<file path="src/stp_consts.vh">
// Constants of the test serial port: register map, fields, key values and frame shape
`ifndef STP_CONSTS_VH
`define STP_CONSTS_VH

// ==================================================
// Register byte addresses
`define STP_ADR_KEY0 32'hFFFF0880
`define STP_ADR_CTRL 32'hFFFF0884
`define STP_ADR_KEY1 32'hFFFF0888
`define STP_ADR_DAT0 32'hFFFF088C
`define STP_ADR_DAT1 32'hFFFF0890
`define STP_ADR_DAT2 32'hFFFF0894

// ==================================================
// Unlock key values
`define STP_KEY0_VAL 16'h0007
`define STP_KEY1_VAL 16'h00B9

// ==================================================
// Control register fields and reset values
`define STP_CTL_EN 0
`define STP_CTL_RST 1
`define STP_CTL_CNT 4:2
`define STP_CTL_STATE 8:5
`define STP_CTL_RSVD 15:9
`define STP_CTL_RESET 16'h0000
`define STP_DAT_RESET 16'h0000
`define STP_LO_BYTE 7:0
`define STP_HI_BYTE 15:8

// ==================================================
// Byte counts and frame shape
`define STP_CNT_MAX 3'h5
`define STP_FRAME_BITS 4'hC
`define STP_STOP_BITS 2'h3
`define STP_START_BIT 1'h0
`define STP_IDLE_LEVEL 1'h1

`endif

</file>
<file path="src/stp_frame_tx.v">
// Frame serialiser of the test serial port: one byte into a twelve-bit frame on the pin
`timescale 1ns/1ps
`include "stp_consts.vh"

module stp_frame_tx (
  // Clock and reset
  input wire clk,
  input wire rst_n,
  // Frame request
  input wire start,
  input wire abort,
  input wire [7:0] byte_in,
  // Bit timing from the baud source timer overflow
  input wire baud_tick,
  // Status and serial line
  output reg busy_ff,
  output reg done_ff,
  output reg line_ff
);

  // ==================================================
  // Frame shift register and bit counter
  reg [11:0] shift_ff;
  reg [3:0] cnt_ff;

  // Load a frame, then move one bit per timer overflow, LSB first
  always @(posedge clk) begin
    if (!rst_n || abort) begin
      shift_ff <= 12'hFFF;
      cnt_ff <= 4'h0;
      busy_ff <= 1'b0;
      done_ff <= 1'b0;
      line_ff <= `STP_IDLE_LEVEL;
    end else begin
      done_ff <= 1'b0;
      if (start && !busy_ff) begin
        // Stop bits, even parity, data, start bit
        shift_ff <= {`STP_STOP_BITS, ^byte_in, byte_in, `STP_START_BIT};
        cnt_ff <= 4'h0;
        busy_ff <= 1'b1;
      end else if (busy_ff && baud_tick) begin
        if (cnt_ff == `STP_FRAME_BITS) begin
          busy_ff <= 1'b0;
          done_ff <= 1'b1;
          line_ff <= `STP_IDLE_LEVEL;
        end else begin
          line_ff <= shift_ff[0];
          shift_ff <= {`STP_IDLE_LEVEL, shift_ff[11:1]};
          cnt_ff <= cnt_ff + 4'h1;
        end
      end
    end
  end

endmodule

</file>
<file path="src/stp_key_guard.v">
// Two-key guard that lets a control write through only inside the full unlock sequence
`timescale 1ns/1ps
`include "stp_consts.vh"

module stp_key_guard (
  // Clock and reset
  input wire clk,
  input wire rst_n,
  // Decoded bus writes
  input wire wr_any,
  input wire wr_key0,
  input wire wr_ctrl,
  input wire wr_key1,
  input wire [15:0] wdata,
  // Committed control value
  output reg commit_ff,
  output reg [15:0] value_ff
);

  // ==================================================
  // Sequence states
  localparam [2:0] G_IDLE = 3'b001;
  localparam [2:0] G_ARMED = 3'b010;
  localparam [2:0] G_HELD = 3'b100;

  reg [2:0] st_ff;
  wire key0_ok;

  assign key0_ok = wr_key0 && (wdata == `STP_KEY0_VAL);

  // Any write that is not the next step of the sequence breaks it
  always @(posedge clk) begin
    if (!rst_n) begin
      st_ff <= G_IDLE;
      commit_ff <= 1'b0;
      value_ff <= `STP_CTL_RESET;
    end else begin
      commit_ff <= 1'b0;
      if (wr_any) begin
        case (st_ff)
          G_ARMED: begin
            if (wr_ctrl) begin
              value_ff <= wdata;
              st_ff <= G_HELD;
            end else begin
              st_ff <= key0_ok ? G_ARMED : G_IDLE;
            end
          end
          G_HELD: begin
            // Only the right second key releases the held value
            if (wr_key1 && (wdata == `STP_KEY1_VAL)) begin
              commit_ff <= 1'b1;
            end
            st_ff <= key0_ok ? G_ARMED : G_IDLE;
          end
          default: begin
            st_ff <= key0_ok ? G_ARMED : G_IDLE;
          end
        endcase
      end
    end
  end

endmodule

</file>
<file path="src/stp_port.v">
// Transmit-only test serial port with Wishbone registers and a single output pin
//
// Function
// - Sends one to six bytes, twelve-bit frames.
// - Frame: start, eight data, parity, two stops.
// - Bit time set by external timer overflow.
// - Control write ignored without correct first key.
// - Held control write dropped without second key.
// - Bytes sent low byte first, three registers.
// - State field nonzero while a transmission runs.
// - Count codes zero to five select bytes.
// - Reset bit returns port to zeroed state.
// - Bit zero enables, clearing it disables port.
// - Start only after selected bytes are loaded.
// - Control readback differs while sending, then returns.
`timescale 1ns/1ps
`include "stp_consts.vh"

module stp_port (
  // Clock and reset
  input wire clk,
  input wire rst_n,
  // Wishbone classic slave
  input wire wb_cyc_i,
  input wire wb_stb_i,
  input wire wb_we_i,
  input wire [31:0] wb_adr_i,
  input wire [3:0] wb_sel_i,
  input wire [31:0] wb_dat_i,
  output reg [31:0] wb_dat_o,
  output wire wb_ack_o,
  // Overflow pulse of the baud source timer
  input wire baud_tick,
  // Serial test pin
  output wire test_pin
);

  // ==================================================
  // Sequencer states
  localparam [2:0] SQ_IDLE = 3'b001;
  localparam [2:0] SQ_ISSUE = 3'b010;
  localparam [2:0] SQ_WAIT = 3'b100;

  // ==================================================
  // Declarations
  reg ack_ff;
  wire req;
  wire wr_now;
  wire rd_now;
  wire [15:0] wmask;
  wire [15:0] wdata;
  wire hit_key0;
  wire hit_ctrl;
  wire hit_key1;
  wire [2:0] hit_dat;
  wire hit_any;

  reg en_ff;
  reg [2:0] cnt_ff;
  wire commit;
  wire [15:0] commit_val;
  wire soft_rst;
  wire turn_off;
  wire abort;

  reg [15:0] dat_ff [0:2];
  reg [2:0] loaded_ff;
  wire [2:0] need;
  wire all_loaded;
  wire [2:0] last_idx;

  reg [2:0] sq_ff;
  reg [2:0] idx_ff;
  reg [7:0] cur_byte;
  wire seq_busy;
  wire finish;
  wire [3:0] state_field;
  wire [15:0] ctrl_rd;
  reg [15:0] rd_mux;

  wire fr_busy;
  wire fr_done;
  wire fr_line;

  // ==================================================
  // Wishbone handshake: ack one cycle after the request, dropped the next
  assign req = wb_cyc_i && wb_stb_i;
  assign wb_ack_o = ack_ff;
  assign wr_now = req && wb_we_i && ack_ff;
  assign rd_now = req && !wb_we_i && !ack_ff;

  // Acknowledge every access, mapped or not
  always @(posedge clk) begin
    if (!rst_n) begin
      ack_ff <= 1'b0;
    end else begin
      ack_ff <= req && !ack_ff;
    end
  end

  // Byte lanes 0 and 1 carry the sixteen-bit registers
  assign wmask = {{8{wb_sel_i[1]}}, {8{wb_sel_i[0]}}};
  assign wdata = wb_dat_i[15:0] & wmask;

  // Address decode
  assign hit_key0 = (wb_adr_i == `STP_ADR_KEY0);
  assign hit_ctrl = (wb_adr_i == `STP_ADR_CTRL);
  assign hit_key1 = (wb_adr_i == `STP_ADR_KEY1);
  assign hit_dat[0] = (wb_adr_i == `STP_ADR_DAT0);
  assign hit_dat[1] = (wb_adr_i == `STP_ADR_DAT1);
  assign hit_dat[2] = (wb_adr_i == `STP_ADR_DAT2);
  assign hit_any = hit_key0 || hit_ctrl || hit_key1 || (|hit_dat);

  // ==================================================
  // Protected control write sequence
  stp_key_guard u_guard (
    .clk(clk),
    .rst_n(rst_n),
    .wr_any(wr_now),
    .wr_key0(hit_key0),
    .wr_ctrl(hit_ctrl),
    .wr_key1(hit_key1),
    .wdata(wdata),
    .commit_ff(commit),
    .value_ff(commit_val)
  );

  // Effects of a committed control value
  assign soft_rst = commit && commit_val[`STP_CTL_RST];
  assign turn_off = commit && !commit_val[`STP_CTL_EN];
  assign abort = soft_rst || turn_off;

  // ==================================================
  // Control register: enable and byte count
  always @(posedge clk) begin
    if (!rst_n) begin
      en_ff <= 1'b0;
      cnt_ff <= 3'h0;
    end else if (soft_rst) begin
      en_ff <= 1'b0;
      cnt_ff <= 3'h0;
    end else if (commit) begin
      en_ff <= commit_val[`STP_CTL_EN];
      cnt_ff <= commit_val[`STP_CTL_CNT];
    end
  end

  // Codes above six bytes are held to six
  assign last_idx = (cnt_ff > `STP_CNT_MAX) ? `STP_CNT_MAX : cnt_ff;

  // ==================================================
  // Sequencer status
  assign seq_busy = !sq_ff[0];
  assign finish = sq_ff[2] && fr_done && (idx_ff == last_idx);

  // ==================================================
  // Data registers and their load flags, one per register
  genvar k;
  generate
    for (k = 0; k < 3; k = k + 1) begin : g_dat
      // Register k is needed when the last byte lies in or beyond it
      assign need[k] = ({1'b0, last_idx[2:1]} >= k);

      // Byte-lane write of the data word
      always @(posedge clk) begin
        if (!rst_n || soft_rst) begin
          dat_ff[k] <= `STP_DAT_RESET;
        end else if (wr_now && hit_dat[k]) begin
          dat_ff[k] <= (dat_ff[k] & ~wmask) | wdata;
        end
      end

      // A fresh control write or a finished transfer asks for new data
      always @(posedge clk) begin
        if (!rst_n || soft_rst || commit) begin
          loaded_ff[k] <= 1'b0;
        end else if (wr_now && hit_dat[k]) begin
          loaded_ff[k] <= 1'b1;
        end else if (finish) begin
          loaded_ff[k] <= 1'b0;
        end
      end
    end
  endgenerate

  assign all_loaded = &(loaded_ff | ~need);

  // ==================================================
  // Byte sequencer: issue frames one after another
  always @(posedge clk) begin
    if (!rst_n || abort) begin
      sq_ff <= SQ_IDLE;
      idx_ff <= 3'h0;
    end else begin
      case (sq_ff)
        SQ_IDLE: begin
          if (en_ff && all_loaded) begin
            sq_ff <= SQ_ISSUE;
            idx_ff <= 3'h0;
          end
        end
        SQ_ISSUE: begin
          sq_ff <= SQ_WAIT;
        end
        SQ_WAIT: begin
          if (fr_done) begin
            if (idx_ff == last_idx) begin
              sq_ff <= SQ_IDLE;
              idx_ff <= 3'h0;
            end else begin
              sq_ff <= SQ_ISSUE;
              idx_ff <= idx_ff + 3'h1;
            end
          end
        end
        default: begin
          sq_ff <= SQ_IDLE;
          idx_ff <= 3'h0;
        end
      endcase
    end
  end

  // Pick the byte: even index low half, odd index high half
  always @* begin
    case (idx_ff)
      3'h0: cur_byte = dat_ff[0][`STP_LO_BYTE];
      3'h1: cur_byte = dat_ff[0][`STP_HI_BYTE];
      3'h2: cur_byte = dat_ff[1][`STP_LO_BYTE];
      3'h3: cur_byte = dat_ff[1][`STP_HI_BYTE];
      3'h4: cur_byte = dat_ff[2][`STP_LO_BYTE];
      3'h5: cur_byte = dat_ff[2][`STP_HI_BYTE];
      default: cur_byte = 8'h00;
    endcase
  end

  // ==================================================
  // Frame serialiser
  stp_frame_tx u_frame (
    .clk(clk),
    .rst_n(rst_n),
    .start(sq_ff[1]),
    .abort(abort),
    .byte_in(cur_byte),
    .baud_tick(baud_tick),
    .busy_ff(fr_busy),
    .done_ff(fr_done),
    .line_ff(fr_line)
  );

  assign test_pin = fr_line;

  // ==================================================
  // Control readback: state shows the byte number in flight
  assign state_field = seq_busy ? ({1'b0, idx_ff} + 4'h1) : 4'h0;

  // Reserved and reset bits read as zero
  assign ctrl_rd = {7'h00, state_field, cnt_ff, 1'b0, en_ff};

  // Read multiplexer; keys and unmapped addresses read zero
  always @* begin
    rd_mux = 16'h0000;
    if (hit_ctrl) begin
      rd_mux = ctrl_rd;
    end else if (hit_dat[0]) begin
      rd_mux = dat_ff[0];
    end else if (hit_dat[1]) begin
      rd_mux = dat_ff[1];
    end else if (hit_dat[2]) begin
      rd_mux = dat_ff[2];
    end
  end

  // Read data is caught in the cycle before ack and held while ack is high
  always @(posedge clk) begin
    if (!rst_n) begin
      wb_dat_o <= 32'h00000000;
    end else if (rd_now && hit_any) begin
      wb_dat_o <= {16'h0000, rd_mux};
    end else if (rd_now) begin
      wb_dat_o <= 32'h00000000;
    end
  end

endmodule

</file>
<file path="config.mk">
export PLATFORM = sky130hd
export DESIGN_NAME = stp_port
export DESIGN_NICKNAME = d
export VERILOG_FILES = /design/src/stp_frame_tx.v /design/src/stp_key_guard.v /design/src/stp_port.v
export VERILOG_INCLUDE_DIRS = /design/src /design/src/src
export SDC_FILE = /design/constraint.sdc
export NUM_CORES = 1
export LEC_CHECK = 0
export ABC_AREA = 1
export BUFFER_PORTS_ARGS = -buffer_cell sky130_fd_sc_hd__buf_2
export CAP_MARGIN = 20
export CORE_MARGIN = 5
export CORE_UTILIZATION = 51
export DETAILED_ROUTE_END_ITERATION = 10
export GPL_TIMING_DRIVEN = 1
export HOLD_SLACK_MARGIN = 0.15
export PLACE_DENSITY = 0.77
export SLEW_MARGIN = 20
export SYNTH_ARGS = -nofsm -noshare
export SYNTH_HDL_FRONTEND = slang
export SYNTH_SLANG_ARGS = --single-unit
</file>
<file path="constraint.sdc">
create_clock -name clk -period 1.6 [get_ports clk]
set_input_delay 0.08 -clock clk [delete_from_list [all_inputs] [get_ports clk]]
set_output_delay 0.08 -clock clk [all_outputs]
set_load 0.02 [all_outputs]
</file>
==> key figures <==
Synthesis
  • Register area share after synthesis: 41.02%
  • Mux share of post-synthesis cell area: 0%
  • Syn avg cell area: 7.222 um^2
  • Synth Area in XOR/XNOR: 0.1402%
  • Biggest area consumer among synthesized cells: edfxtp_1
  • Netlist cell types: 44
  • Simple-gate area share of the yosys netlist: 36.83%
  • Synth Warn #: 0
  • Asr flop ratio synth: 0%
  • Top-count cell post-synth: nand2_1
  • Main synth FF type: dfxtp_1
  • Number of flops mapped to enable cells by yosys: 48
  • Post-synthesis compound-gate area fraction: 11.32%
  • Commonest cells in the synthesized netlist: nand2_1 (212), nand3_1 (112), nor2_1 (95), a21oi_1 (88), inv_1 (68)
  • Synth Cell Area: 6247 um^2
  • Synth Register Bits: 104
  • Cells after synthesis: 865
  • Yosys top cell area share: 23.07%
  • Main combinational cell family by area after synthesis: simple AND/OR/NAND/NOR gates
  • Area contributors post-synth: edfxtp_1 (23%), dfxtp_1 (18%), nand2_1 (13%)
  • Post-Synth Adder-Cell Area: 1.402%

Floorplanning
  • Die H: 120.7 um
  • Core area: 12010 um^2
  • Row Count: 40
  • Die ar.: 14560 um^2
  • Die X: 120.7 um
  • Starting density of the core: 52.01%
  • # IOs: 108

Worst setup path
  • Critical path class: register to register
  • Worst setup EP type: register
  • Arrival @ worst endpoint: 2120 ps
  • Worst-path fanout max: 8
  • Worst EP required: 1910 ps
  • CP Launch Type: register

Placement
  • GP Congestion: 1.098
  • PortBufs: 73
  • HPWL Detailed: 14350 um
  • Placed cells: 1139
  • Post-placement cell area: 7345 um^2

Global route
  • Pin count of the biggest net entering global routing: 25
  • Vias in the first global route: 6084
  • Antenna violations before repair: 0
  • All-Layer GR Usage: 26.47%
  • First-pass GRT wire length: 30280 um
  • Gr ovfl total: 0

Drt
  • DR vias: 6540
  • Routed vias/inst: 5.552
  • Drt pass-1 iters: 7
  • DR DRC count: 0
  • Total Wirelength: 19350 um
  • DRT iter0 DRCs: 714
  • DRT antenna net count: 0
  • Avg WL per Cell: 16.43 um

Timing
  • Unrepaired setup endpoints after global routing: true
  • Post-route clock period utilization: 113.2%
  • Final setup fails: 5
  • Final Max Slew Viols: 0
  • Final worst setup slack: -211.2 ps
  • Clk_skew: 7.680 ps
  • Minimum clock period: 1811 ps
  • Final hold vios: 0
  • Peak Freq: 0.5521 GHz
  • Fin Hold WS: 177.6 ps

Run status
  • Failing checks: negative setup slack
  • Status: finished, violations left

Power
  • Peak VDD IR: 647.0 uV
  • Lkg Pwr: 3.705 nW
  • Pwr dens: 716.6 nW/um^2

Cells and area
  • # nets final: 1107
  • Ratio of cells with drive above 1 in the final layout: 27.74%
  • Non-Filler Instances: 1178
  • ANT cells: 0
  • P&R area growth vs syn: 29.66%
  • Fillcell total: 1023
  • Fin area: 8100 um^2

Clock network
  • CTS Sinks: 104
  • Root Buffer: clkbuf_16
  • CTS H-tree lvls: 3
  • Inserted Clock Buffers: 9
  • CTS tree: yes
  • Max Buffers Root-to-Sink: 2
  • Worst-Skew Late Latency: 360 ps
  • Clock transition at the registers of the reported paths: 70 ps

Job
  • Max-Cap Viols: 0

Min path
  • HP Class: primary input to register
state kept, by name (all words and copies together), names as in the netlist, 4 cells and up:
signal,count
u_frame.cnt_ff,4
u_guard.value_ff,5
wb_dat_o,16
dat_ff,48
u_frame.shift_ff,10
cells in the final DEF, fill, tap and decap left out, types with 11 or more instances in the layout:
cell           Yosys  final
nand3_1          112    111
nor2_4             3     11
a21oi_1           88     88
inv_1             68     66
dfxtp_1           56     51
edfxtp_1          48     48
buf_2             12     73
conb_1             1     16
nand4_1           24     24
buf_4             20     84
nand2_1          212    182
nand2_2            1     28
nor2_1            95     85
o21ai_0           16     14
dlygate4sd3_1      0     16
path summary, 6_finish.rpt:
check / from / end / slack (ps) / cells after the start
max: idx_ff[1] / u_frame.shift_ff[9] / -210 / 16
min: wb_dat_i[5] / u_guard.commit_ff / 180 / 4
max reg2reg: idx_ff[1] / u_frame.shift_ff[9] / -210 / 16
min reg2reg: u_frame.cnt_ff[3] / u_frame.cnt_ff[3] / 460 / 1
worst max-delay path, cell delays in order, from the launching register on:
cell and delay (ps):
dfxtp_4 360, buf_6 120, ha_4 150, ha_4 190, nand2_2 70, nand2_2 50
nor2_2 120, nand2_2 110, nand2_2 90, nor2_1 40, nor2_1 130, nand2_1 60
nand2_1 60, nand2_1 50, nand3_1 70, nand2_1 50, nand2_1 40
metrics by stage:
step / power, mW / utilization [%] / TNS, ps / worst slack, ps
floorplan: 3.195 / - / -55.31 / -55.31
global placement: 3.398 / 61.15 / -7116 / -279.9
detailed placement: 3.406 / 61.15 / -7687 / -280.2
CTS: 5.809 / 65.59 / -431.8 / -245.2
global route: 6.006 / 67.44 / -1884 / -360.3
finish: 5.805 / 67.44 / -542.9 / -211.2
routing by layer:
layer  routed length [um]  GRT usage (%)
met5                    0              0
met4                  619          12.54
met3                 1752          6.408
met2                 8738          40.59
met1                 8243          35.18
cells by family after synthesis:
kind of cell | count (synthesis)
AO/OA/AOI/OAI | 127
XOR/XNOR | 1
adder cells (fa/ha/maj) | 7
buffers and inverters | 129
flip-flops | 104
other | 1
AND/OR/NAND/NOR | 496
what timing repair did:
item | CTS | global route
gates resized for setup | 11 | 55
endpoints found under the hold margin | 13 | 0
hold buffers | 16 | 0
endpoints found under the setup margin | 9 | 55
setup buffers | 3 | 3
pin swaps | 11 | 31
cloned | 0 | 2
layout make-up:
class	count	area [um^2]	share of cell area (%)
tap	147	183.9	2.271
timing repair buffer	182	1287	15.89
multi-input combinational	649	3427	42.31
clock buffer	11	232.7	2.873
sequential	104	2574	31.77
clock inverter	5	87.58	1.081
inverter	80	307.8	3.800
report_power, final:
| group | total, mW | switching, mW | internal [mW] |
|---|---|---|---|
| clock network | 2.40 | 1.01 | 1.39 |
| registers | 2.86 | 0.0497 | 2.81 |
| logic | 0.546 | 0.330 | 0.216 |
| total | 5.80 | 1.39 | 4.42 |
No activity file was read; power rests on OpenSTA's default activity.
